`src/pkg/swa_cfg.svh`:
```
/*
 offsets, field positions and reset values of the framing word aligner.
 assumes inclusion by bare name after the package.
*/
`ifndef SWA_CFG_SVH
`define SWA_CFG_SVH
`define SWA_OFF_CTRL 12'h000
`define SWA_OFF_PAT 12'h004
`define SWA_OFF_STAT 12'h008
`define SWA_CTRL_FLIP 0
`define SWA_CTRL_SLIP 1
`define SWA_CTRL_DW 2
`define SWA_CTRL_RST 3'h0
`define SWA_PAT_RST 16'h146F
`define SWA_STAT_LOCK 0
`define SWA_STAT_ARM 1
`define SWA_STAT_OFF 4
`endif

```
`src/pkg/swa_pkg.sv`:
```
/*
 types of the framing word aligner.
 assumes nothing of its surroundings.
*/
package swa_pkg;
   typedef enum logic [1:0] {
      swa_idle = 2'b00,
      swa_armed = 2'b01,
      swa_locked = 2'b10
   } swa_state_t;
   typedef logic [2:0] swa_off_t;
endpackage

```
`src/rtl/swa_word_aligner.sv`:
```
/*
 receive word aligner for scrambled framing streams, with an apb3 slave.
 assumes rx_byte_in is the deserialised, unaligned byte on pclk, least
 significant bit arrived first; control inputs may come from any domain.
*/
// The APB slave port and the register addresses were decided locally.
// Functional notes
// - enable low: boundary never moves
// - comma on boundary: pattern_hit one cycle
// - detector never moves the boundary
// - comma held A2 high byte, A1 low
// - flip option reverses bit and byte order
// - only the exact, uncomplemented comma matches
// - flip maps F628 onto 146F internally
// - select low A1A2, high A1A1A2A2
// - no select input: A1A2 mode
// - echo follows its byte out
// - enable rising edge: lock first comma
// - lock pulses pattern_hit and sync_pulse
// - locked: no re-align, pulse on other boundary
// - resync pulses until next enable edge
// - default comma is 146F
// - pattern_hit works with enable low
// - output word 8 or 16 bits
// - manual modes only: pattern or bit-slip
// - raw data, no decoding
// - slip edge: skip one earlier bit
`timescale 1ns/100ps
`include "swa_cfg.svh"
module swa_word_aligner
   import swa_pkg::*;
#(
   parameter int ADDR_W = 12,
   parameter bit FLS_USED = 1'b1
) (
   input wire logic pclk,
   input wire logic presetn,
   input wire logic pclk_en,
   input wire logic psel,
   input wire logic penable,
   input wire logic pwrite,
   input wire logic [ADDR_W-1:0] paddr,
   input wire logic [31:0] pwdata,
   output logic [31:0] prdata,
   output logic pready,
   output logic pslverr,
   input wire logic [7:0] rx_byte_in,
   input wire logic comma_align_enable,
   input wire logic slip_request,
   input wire logic framing_length_select,
   output logic [15:0] aligned_word_out,
   output logic word_valid,
   output logic pattern_hit,
   output logic sync_pulse,
   output logic framing_length_echo
);

   if (ADDR_W < 4) begin : g_chk
      $error("ADDR_W too small for the register map");
   end

   // synchronisers, third stage only for edge detection
   logic [2:0] cae_sync_q;
   logic [2:0] slip_sync_q;
   logic [1:0] fls_sync_q;
   wire cae_s = cae_sync_q[1];
   wire slip_s = slip_sync_q[1];
   wire cae_rise = cae_s & ~cae_sync_q[2];
   wire slip_rise = slip_s & ~slip_sync_q[2];
   wire fls_eff = FLS_USED ? fls_sync_q[1] : 1'b0;

   always_ff @(posedge pclk or negedge presetn) begin
      if (!presetn) begin
         cae_sync_q <= 3'h0;
         slip_sync_q <= 3'h0;
         fls_sync_q <= 2'h0;
      end else if (pclk_en) begin
         cae_sync_q <= {cae_sync_q[1:0], comma_align_enable};
         slip_sync_q <= {slip_sync_q[1:0], slip_request};
         fls_sync_q <= {fls_sync_q[0], framing_length_select};
      end
   end

   // configuration registers
   logic [2:0] ctrl_q;
   logic [15:0] pat_q;
   wire ctrl_flip = ctrl_q[`SWA_CTRL_FLIP];
   wire ctrl_slip = ctrl_q[`SWA_CTRL_SLIP];
   wire ctrl_dw = ctrl_q[`SWA_CTRL_DW];

   // effective comma, A2 in [15:8], A1 in [7:0]
   logic [15:0] pat_rev;
   for (genvar i = 0; i < 16; i++) begin : g_rev
      assign pat_rev[i] = pat_q[15-i];
   end
   wire [15:0] pat_eff = ctrl_flip ? pat_rev : pat_q;
   wire [31:0] pat32 = {pat_eff[15:8], pat_eff[15:8], pat_eff[7:0], pat_eff[7:0]};

   // five-byte history, oldest bits at the bottom
   logic [39:0] hist_q;
   wire [39:0] hist_d = {rx_byte_in, hist_q[39:8]};

   // pattern detector, a 16-bit and a 32-bit comparator per bit offset
   logic [7:0] hit16;
   logic [7:0] hit32;
   logic [7:0] hit_vec;
   logic [7:0] byte_at [8];
   for (genvar k = 0; k < 8; k++) begin : g_det
      assign hit16[k] = hist_q[k+31 -: 16] == pat_eff;
      assign hit32[k] = hist_q[k+31 -: 32] == pat32;
      assign hit_vec[k] = fls_eff ? hit32[k] : hit16[k];
      assign byte_at[k] = hist_q[k+31 -: 8];
   end

   function automatic swa_off_t first_one(input logic [7:0] v);
      swa_off_t r;
      r = 3'h0;
      for (int j = 7; j >= 0; j--) begin
         if (v[j]) begin
            r = swa_off_t'(j);
         end
      end
      return r;
   endfunction

   swa_state_t state_q;
   swa_state_t state_d;
   swa_off_t off_q;
   swa_off_t off_d;
   logic lock_evt;
   logic resync_evt;
   wire any_hit = |hit_vec;
   wire [7:0] cur_mask = 8'h01 << off_q;
   wire other_hit = |(hit_vec & ~cur_mask);
   wire [2:0] first_k = first_one(hit_vec);

   // alignment control, the only source of boundary moves
   always_comb begin
      state_d = state_q;
      off_d = off_q;
      lock_evt = 1'b0;
      resync_evt = 1'b0;
      if (ctrl_slip) begin
         state_d = swa_idle;
         if (slip_rise && cae_s) begin
            off_d = off_q + 3'h1;
         end
      end else begin
         case (state_q)
            swa_idle: begin
               if (cae_rise) begin
                  state_d = swa_armed;
               end
            end
            swa_armed: begin
               if (!cae_s) begin
                  state_d = swa_idle;
               end else if (any_hit) begin
                  off_d = first_k;
                  lock_evt = 1'b1;
                  state_d = swa_locked;
               end
            end
            swa_locked: begin
               if (cae_rise) begin
                  state_d = swa_armed;
               end else if (other_hit) begin
                  resync_evt = 1'b1;
               end
            end
            default: begin
               state_d = swa_idle;
            end
         endcase
      end
   end

   // datapath outputs at the new boundary
   wire [7:0] byte_sel = byte_at[off_d];
   wire hit_now = hit_vec[off_d];
   logic phase_q;
   logic [7:0] lo_q;
   logic [15:0] word_q;
   logic valid_q;
   logic hit_q;
   logic sync_q;
   logic echo_q;
   wire [15:0] word_d = ctrl_dw ? {byte_sel, lo_q} : {8'h00, byte_sel};
   wire valid_d = ctrl_dw ? phase_q : 1'b1;

   always_ff @(posedge pclk or negedge presetn) begin
      if (!presetn) begin
         hist_q <= 40'h0;
         state_q <= swa_idle;
         off_q <= 3'h0;
         phase_q <= 1'b0;
         lo_q <= 8'h00;
         word_q <= 16'h0000;
         valid_q <= 1'b0;
         hit_q <= 1'b0;
         sync_q <= 1'b0;
         echo_q <= 1'b0;
      end else if (pclk_en) begin
         hist_q <= hist_d;
         state_q <= state_d;
         off_q <= off_d;
         phase_q <= ctrl_dw & ~phase_q;
         lo_q <= byte_sel;
         word_q <= word_d;
         valid_q <= valid_d;
         hit_q <= hit_now;
         sync_q <= lock_evt | resync_evt;
         echo_q <= fls_eff;
      end
   end

   assign aligned_word_out = word_q;
   assign word_valid = valid_q;
   assign pattern_hit = hit_q;
   assign sync_pulse = sync_q;
   assign framing_length_echo = echo_q;

   // apb3 slave: answer one cycle into the access phase
   logic [31:0] prdata_q;
   logic pready_q;
   logic pslverr_q;
   wire sel_ctrl = paddr == ADDR_W'(`SWA_OFF_CTRL);
   wire sel_pat = paddr == ADDR_W'(`SWA_OFF_PAT);
   wire sel_stat = paddr == ADDR_W'(`SWA_OFF_STAT);
   wire mapped = sel_ctrl | sel_pat | sel_stat;
   wire access = psel & penable;
   wire take = access & ~pready_q;
   wire commit = access & pready_q & pwrite;
   logic [31:0] stat_word;
   always_comb begin
      stat_word = 32'h0;
      stat_word[`SWA_STAT_LOCK] = state_q == swa_locked;
      stat_word[`SWA_STAT_ARM] = state_q == swa_armed;
      stat_word[`SWA_STAT_OFF +: 3] = off_q;
   end
   wire [31:0] rd_mux = sel_ctrl ? {29'h0, ctrl_q} :
                        sel_pat ? {16'h0, pat_q} :
                        sel_stat ? stat_word : 32'h0;

   always_ff @(posedge pclk or negedge presetn) begin
      if (!presetn) begin
         ctrl_q <= `SWA_CTRL_RST;
         pat_q <= `SWA_PAT_RST;
         prdata_q <= 32'h0;
         pready_q <= 1'b0;
         pslverr_q <= 1'b0;
      end else if (pclk_en) begin
         pready_q <= take;
         if (take) begin
            prdata_q <= pwrite ? 32'h0 : rd_mux;
            pslverr_q <= ~mapped;
         end
         if (commit && sel_ctrl) begin
            ctrl_q <= pwdata[2:0];
         end
         if (commit && sel_pat) begin
            pat_q <= pwdata[15:0];
         end
      end
   end

   assign prdata = prdata_q;
   assign pready = pready_q;
   assign pslverr = pslverr_q;
endmodule

```
`config.mk`:
```
export PLATFORM = sky130hd
export DESIGN_NAME = swa_word_aligner
export DESIGN_NICKNAME = d
export VERILOG_FILES = /design/src/pkg/swa_pkg.sv /design/src/rtl/swa_word_aligner.sv
export VERILOG_INCLUDE_DIRS = /design/src /design/src/pkg
export SDC_FILE = /design/constraint.sdc
export NUM_CORES = 1
export LEC_CHECK = 0
export CORE_MARGIN = 2
export CORE_UTILIZATION = 24
export CTS_CLUSTER_DIAMETER = 120
export CTS_CLUSTER_SIZE = 30
export DETAILED_ROUTE_END_ITERATION = 16
export DONT_BUFFER_PORTS = 1
export PLACE_DENSITY = 0.47
export SYNTH_ARGS = -nofsm -noshare
export SYNTH_HDL_FRONTEND = slang
export SYNTH_SLANG_ARGS = --single-unit
```
`constraint.sdc`:
```
create_clock -name pclk -period 5.55 [get_ports pclk]
set_input_delay 0.2775 -clock pclk [delete_from_list [all_inputs] [get_ports pclk]]
set_output_delay 0.2775 -clock pclk [all_outputs]
set_load 0.1 [all_outputs]
```
==> impl_metrics.ini, run 1 <==
[timing]
finClkSkew_ps = 15.0
fmax_mhz = 204
fin_tns_setup_ps = 0
fin_crit_sh_pct = 88.5
hold_viol = 0
fin_crit_ps = 4910
slew_viol_final = 0
tightest_slew_ps = 1090
whs_ps = 43.0
rsz0062_at_grt = no
finalSetupViolCount = 0
slew_headroom_pct = 27.4

[synthesis]
synth-edff-count = 0
synth_cells = 1293
synthTopCellsByArea = dfrtp_1 (24%), xnor2_1 (13%), mux2_2 (4.8%), mux2i_1 (4.5%), nor4_1 (3.5%)
synthesis.area_um2 = 11400
synth_commonest_cells = xnor2_1 (175), dfrtp_1 (111), nand2_1 (78)
yosysTopAreaCellShare_pct = 24.4
ys_seq_area_share_pct = 26.2
async_reset_ff_share_pct = 100
synth_warnings = 0
synth.avg_cell_area_um2 = 8.81
synth-seq-cells = 119
yosys.area.top_type = dfrtp_1
ys_types = 92
ys.flop_type = dfrtp_1
synth_most_common_cell = xnor2_1

[routing]
vias = 9979
dr.first_iter.drc_count = 780
finalWirelength_um = 39800
route.detailed.drc = 2
m1WireLength_um = 18100
wl_met3_um = 2550
vias_per_cell = 5.33
firstDrtPassIters = 12
wire_per_inst_um = 21.3
antenna_left = 0
routed.top_layer = met4
wl_met2_um = 18200

[cells_and_area]
drive_gt1_share_pct = 15.1
finalNonFillerCells = 1871
fin_util_pct = 27.1
area_growth_pct = 11.2
diodes = 0
nNetsFinal = 1318
nFillCells = 5023

[floorplanning]
coreArea_um2 = 46700
core.rowCount = 79
io_pins = 115
die_h_um = 222
initial_core_util_pct = 24.4
dieArea_um2 = 49200
die_w_um = 222

[outcome]
violations = design-rule violations
status = finished with violations

[place]
gp_congestion = 0.893
hpwl_um = 27200
port_buffers = 0
dpl.cell_count = 1806

[cts]
cts_tree = done
clkLatencyLatePin_ps = 450
cts_max_path_buffers = 2
clk_pin_slew_worst_paths_ps = 60
root_buffer = clkbuf_16
ctsHtreeMaxLevel = 4
numCtsBuffers = 17
clock_sinks = 119

[grt]
grt_pass1_vias = 9525
grt_pass1_wl_um = 60900
grt_usage_pct = 16.2
grt_max_degree = 120
antenna_found_initial = 0
overflow = 0

[power_and_ir_drop]
power_density_nw_per_um2 = 261
power_uw = 3300
p_leak_uw = 0.00474
max-vdd-ir-drop_mv = 0.194

[setup_path]
critPathKind = flop to flop
critPathLaunchType = flop
r2r_start = ctrl_q[0]
crit_arrival_ps = 5220
startpoint = ctrl_q[0]
cp_max_fo = 35
cp.required_ps = 5860
end_kind = flop

[hold_path]
min-delay-start = pclk_en
hold_class = primary input to flop

[flow_run]
drv_cap = 0
[sequential cells by signal, indices dropped and copies added (netlist names), 2 cells and up]
signal,count
hist_q,40
aligned_word_out,16
pat_q,16
prdata,16
lo_q,8
cae_sync_q,3
ctrl_q,3
off_q,3
slip_sync_q,3
fls_sync_q,2
state_q,2
[final cells by class]
| class | count | area, um2 | area share [%] |
|---|---|---|---|
| Tap cell | 607 | 759 | 6.00 |
| Clock inverter | 10 | 95.1 | 0.751 |
| Sequential cell | 119 | 2990 | 23.6 |
| Timing Repair Buffer | 79 | 721 | 5.69 |
| Multi-Input combinational cell | 1002 | 7500 | 59.2 |
| Inverter | 32 | 120 | 0.949 |
| Clock buffer | 22 | 474 | 3.75 |
[critical path, cell delays in order, from the launching register on]
cell	delay, ps
dfrtp_4	910
mux2i_4	850
xnor2_1	200
o2111ai_1	140
or4_1	510
o21ai_1	400
and4_1	300
nor4_2	70
a211oi_2	180
buf_4	290
mux2i_1	270
mux2i_1	140
mux2i_1	350
a21oi_1	130
[repair_timing]
action,4_1_cts,5_1_grt
endpoints found under the hold margin,192,0
gates resized for setup,0,0
hold buffers,33,0
buffers inserted,0,0
[metrics by stage]
step / worst slack [ps] / instance area [um2]
after floorplan: 1980 / 11400
after detailed placement: 691 / 11700
final: 639 / 12700
after global placement: 743 / 11700
after CTS: 684 / 12700
after global routing: 309 / 12700
[path summary, 6_finish.rpt]
kind / endpoint / cells after the start / slack [ps]
min: phase_q / 2 / 40
min in group asynchronous: hist_q[32] / 2 / 450
max reg2reg: lo_q[2] / 13 / 640
max: lo_q[2] / 13 / 640
max in group asynchronous: ctrl_q[0] / 2 / 4450
min reg2reg: fls_sync_q[1] / 2 / 480
[logic make-up (layout without fill, tap and decap cells)]
logic type      count (synthesis)  after routing  synth area share [%]
mux                           115            115                  12.2
xor+xnor                      190            190                  14.6
simple gates                  390            390                  19.7
fa+ha+maj                       6              6                 0.659
buf+inv                       187            143                  8.49
compound gates                285            285                  18.1
flops                         119            119                  26.2
other cells                     1             16                0.0329
[cells in the final DEF (no fill, tap or decap), types with 44 or more instances in the layout]
cell type / synthesis / routed
a21oi_1: 44 / 44
buf_4: 25 / 46
dfrtp_1: 111 / 110
mux2_2: 49 / 49
mux2i_1: 51 / 51
nand2_1: 78 / 78
nor2_1: 57 / 57
nor2b_1: 50 / 50
nor4_1: 63 / 62
o21ai_0: 58 / 58
xnor2_1: 175 / 175
[metal layers]
metal,vias to the layer above,GRT usage (%)
met5,-,0
met3,51,3.29
met1,4993,21.9
met2,317,25.5
met4,0,5.49
li1,4618,-
[power breakdown]
part	internal (uW)	switching, uW	leakage (uW)	total [uW]
Combinational	389	498	0.00299	887
Sequential	948	374	0.00149	1320
Clock	651	444	0.000265	1090
No activity file was read; power rests on OpenSTA's default activity.
==> inputs of run 2 (changes only) <==
==> constraint.sdc (replaced) <==
create_clock -name pclk -period 5.55 [get_ports pclk]
set_input_delay 0.555 -clock pclk [delete_from_list [all_inputs] [get_ports pclk]]
set_output_delay 0.555 -clock pclk [all_outputs]
set_load 0.1 [all_outputs]
==> impl_metrics.ini, run 2 (synthesized netlist as in run 1, its figures left out) <==
[setup_path]
cp.required_ps = 5860
critPathKind = flop to flop
critPathTopFamily = multiplexers
critPathLaunchType = flop
worstPathCellList = mux2i_4, buf_4, xnor2_1, nor4_1, a21oi_2, nor4_1, a211o_1, nor4_2, a211oi_2, buf_4, mux2i_1, mux2i_1, mux2i_1, o21ai_1
cp_max_fo = 39
end_kind = flop
critical_path.most_common_cell = mux2i_1
crit_buf_inv = 2
cp_slowest_cell = dfrtp_4
crit_arrival_ps = 5240
critPathMaxStageDelay_ps = 920
r2r_slack_ps = 620

[grt]
grt_pass1_wl_um = 59500
grt_pass1_vias = 9173
grt_max_degree = 113
overflow = 0
grt_usage_pct = 15.7
antenna_found_initial = 2

[cells_and_area]
nNetsFinal = 1286
area_growth_pct = 8.58
finalNonFillerCells = 1838
top_register = hist_q
fin_util_pct = 26.5
final_cell_mix = xnor2_1 (175), dfrtp_1 (110), nand2_1 (78)
nFillCells = 4995
largest_register_ffs = 40
diodes = 0
final_common_cell = xnor2_1
drive_gt1_share_pct = 15.2

[routing]
finalWirelength_um = 38800
routed.top_layer = met4
wire_per_inst_um = 21.1
dr.first_iter.drc_count = 778
m1WireLength_um = 18400
vias_per_cell = 5.27
wl_met3_um = 1820
antenna_left = 0
route.detailed.drc = 2
vias = 9695
wl_met2_um = 18000
firstDrtPassIters = 11

[flow_run]
drv_cap = 0

[cts]
post_cts_buffers = 0
root_buffer = clkbuf_16
clock_sinks = 119
post_cts_resized = 0
cts_tree = done
clk_pin_slew_worst_paths_ps = 60
clkLatencyLatePin_ps = 440
ctsHtreeMaxLevel = 4
numCtsBuffers = 17
cts_max_path_buffers = 2

[timing]
slew_headroom_pct = 28.4
finClkSkew_ps = 14.6
hold_viol = 0
fmax_mhz = 203
fin_crit_ps = 4930
slew_viol_final = 0
fin_tns_setup_ps = 0
fin_crit_sh_pct = 88.9
tightest_slew_ps = 1070
rsz0062_at_grt = no
finalSetupViolCount = 0

[place]
hpwl_um = 27000
gp_congestion = 0.881
dpl.cell_count = 1805
port_buffers = 0

[floorplanning]
io_pins = 115
die_w_um = 222
die_h_um = 222
core.rowCount = 79
initial_core_util_pct = 24.4
coreArea_um2 = 46700
dieArea_um2 = 49200

[power_and_ir_drop]
swShare_pct = 38.4
p_clk_share_pct = 35.7
p_sw_uw = 1290
power_density_nw_per_um2 = 273
p_int_uw = 2080
max-vdd-ir-drop_mv = 0.192
p_comb_share_pct = 24.8
seqPwrFrac_pct = 39.5
p_leak_uw = 0.00463

[outcome]
violations = design-rule violations
status = finished with violations

[hold_path]
hold_class = primary input to asynchronous set/reset pin
-- run 2: worst reg2reg max path: cells and delay by family (launching register included) --
kind | cells | cell delay [ps]
buffers and inverters | 2 | 570
and+or+nand+nor | 3 | 990
muxes | 4 | 1570
DFF | 1 | 920
xor gates and xnor gates | 1 | 70
AOI/OAI and AO/OA | 4 | 680
-- run 2: cell type report --
type / instances / area, um2 / area share, %
Clock buffer: 20 / 447 / 3.61
Clock inverter: 11 / 171 / 1.39
Inverter: 32 / 120 / 0.971
Multi-Input combinational cell: 1002 / 7500 / 60.7
Sequential cell: 119 / 2990 / 24.2
Tap cell: 607 / 759 / 6.14
Timing Repair Buffer: 47 / 375 / 3.04
-- run 2: power groups by stage --
stage               registers, uW  logic (uW)  clock network [uW]
floorplan                    1130         810                   0
global placement             1340         793                   0
detailed placement           1340         806                   0
CTS                          1330         833                1240
global route                 1350         919                1270
finish                       1330         836                1200
-- run 2: path summary, 6_finish.rpt --
path                            startpoint             endpoint  cells past startpoint
worst max-delay path             ctrl_q[0]  aligned_word_out[2]                     14
worst min-delay path               presetn           hist_q[36]                      1
worst min register to register     lo_q[7]              lo_q[7]                      2
max in group asynchronous          presetn            pat_q[12]                      1
min in group pclk                pwdata[0]             pat_q[0]                      2
worst max register to register   ctrl_q[0]  aligned_word_out[2]                     14
-- run 2: timing repair --
action,CTS,global route
hold endpoints to repair,112,0
hold buffers,2,0
endpoints found under the setup margin,0,0
-- run 2: per-stage QoR --
step                      setup slack, ps  cell area, um2  total power [uW]  hold WS [ps]
after floorplan                      1980           11400              1940           259
after global placement                732           11700              2130           273
after detailed placement              667           11700              2150           273
after CTS                             665           12400              3400          86.2
after global routing                  335           12400              3540           104
final                                 618           12400              3370          52.1
-- run 2: per-layer routing --
| layer | vias up | GRT usage, % |
|---|---|---|
| li1 | 4539 | - |
| met1 | 4880 | 21.9 |
| met2 | 235 | 25.0 |
| met3 | 41 | 2.64 |
| met4 | 0 | 3.97 |
| met5 | - | 0 |
==> inputs of run 3 (changes only) <==
- RECOVER_POWER: default -> 50
==> impl_metrics.ini, run 3 (synthesized netlist as in run 1, its figures left out) <==
[outcome]
status = finished with violations
violations = design-rule violations, max-capacitance violations, max-slew violations

[power_and_ir_drop]
max-vdd-ir-drop_mv = 0.192
power_density_nw_per_um2 = 273
p_leak_uw = 0.00462
power_uw = 3370

[flow_run]
drv_cap = 1

[timing]
fin_crit_ps = 4950
slew_viol_final = 113
fin_crit_sh_pct = 89.2
finalSetupViolCount = 0
rsz0062_at_grt = no
setup_slack_ps = 597
finClkSkew_ps = 15.9
fmax_mhz = 202
slew_headroom_pct = -104
fin_tns_setup_ps = 0
hold_viol = 0
tightest_slew_ps = 3070

[floorplanning]
die_w_um = 222
coreArea_um2 = 46700
core.rowCount = 79
initial_core_util_pct = 24.4
dieArea_um2 = 49200
io_pins = 115
die_h_um = 222

[cells_and_area]
top_register = hist_q
final_cell_mix = xnor2_1 (175), dfrtp_1 (110), nand2_1 (78)
nFillCells = 4998
ff_latch_area_um2 = 2990
area_growth_pct = 8.38
finalNonFillerCells = 1838
drive_gt1_share_pct = 15.2
final_common_cell = xnor2_1
diodes = 0
largest_register_ffs = 40
postLayoutCellArea_um2 = 12300
multi_input_area_um2 = 7500
nNetsFinal = 1286

[cts]
numCtsBuffers = 17
clock_sinks = 119
post_cts_buffers = 0
clkLatencyLatePin_ps = 440
post_cts_resized = 0
ctsHtreeMaxLevel = 4
root_buffer = clkbuf_16
cts_max_path_buffers = 2
cts_tree = done
clk_pin_slew_worst_paths_ps = 60

[place]
post-place-ws_ps = 667
gp_congestion = 0.881
dpl.cell_count = 1805
dpl_cell_area_um2 = 11700
port_buffers = 0
hpwl_um = 27000

[routing]
wire_per_inst_um = 21.1
wl_met2_um = 17900
m1WireLength_um = 18300
route.detailed.drc = 2
routed.top_layer = met4
antenna_left = 0
firstDrtPassIters = 11
vias_per_cell = 5.28
dr.first_iter.drc_count = 740
wl_met3_um = 1970
vias = 9710
finalWirelength_um = 38800

[setup_path]
endpoint = aligned_word_out[2]
reg2reg_to = aligned_word_out[2]
rr_worst_depth = 13
end_kind = flop
cp_max_fo = 39
critPathKind = flop to flop
critPathLaunchType = flop
startpoint = ctrl_q[0]
cp.required_ps = 5860
r2r_start = ctrl_q[0]
crit_arrival_ps = 5260
r2r_slack_ps = 600

[grt]
grt_max_degree = 113
grt_usage_pct = 15.7
grt_pass1_vias = 9173
overflow = 0
grt_pass1_wl_um = 59500
antenna_found_initial = 2

[hold_path]
hold_class = primary input to flop
## run 3: cell type report
type	count	area share, %
Clock buffer	20	3.62
Clock inverter	11	1.39
Inverter	32	0.973
Multi-Input combinational cell	1002	60.8
Sequential cell	119	24.2
Tap cell	607	6.15
Timing Repair Buffer	47	2.86
## run 3: worst max-delay path, cell delays in order (launching register included)
cell      delay, ps
dfrtp_4         930
mux2i_4         730
xnor2_1         130
nor4_1          540
nand4_1         180
nor4_1          440
o211a_1         360
nor4_2          110
a211oi_2        180
buf_4           290
mux2i_1         280
mux2i_1         140
mux2i_1         360
o21ai_1         130
## run 3: how the worst min path moves through the flow
stage	from	endpoint	slack, ps	cells after the start
after floorplan	presetn	aligned_word_out[0]	260	0
after global placement	presetn	hist_q[36]	270	0
after detailed placement	presetn	hist_q[36]	270	0
after CTS	presetn	hist_q[36]	90	1
after global routing	pclk_en	off_q[1]	240	1
final	pwdata[0]	pat_q[0]	230	2
## run 3: timing repair
action | in CTS | in global routing
endpoints found under the setup margin | 0 | 0
hold buffers | 2 | 0
hold endpoints to repair | 112 | 0
## run 3: where the power goes
group,internal [uW],switching (uW),total [uW]
Combinational,367,466,833
Clock,763,443,1210
Sequential,948,384,1330
Total,2080,1290,3370
## run 3: layer usage
metal	up-vias	track usage, %
met1	4867	21.9
met2	257	25.0
met3	41	2.64
met4	0	3.97
li1	4545	-
met5	-	0
## run 3: metrics by stage
stage | hold WS (ps) | utilization (%)
floorplan | 259 | -
global placement | 273 | 25.1
detailed placement | 273 | 25.1
CTS | 86.2 | 26.5
global route | 240 | 26.5
finish | 226 | 26.5
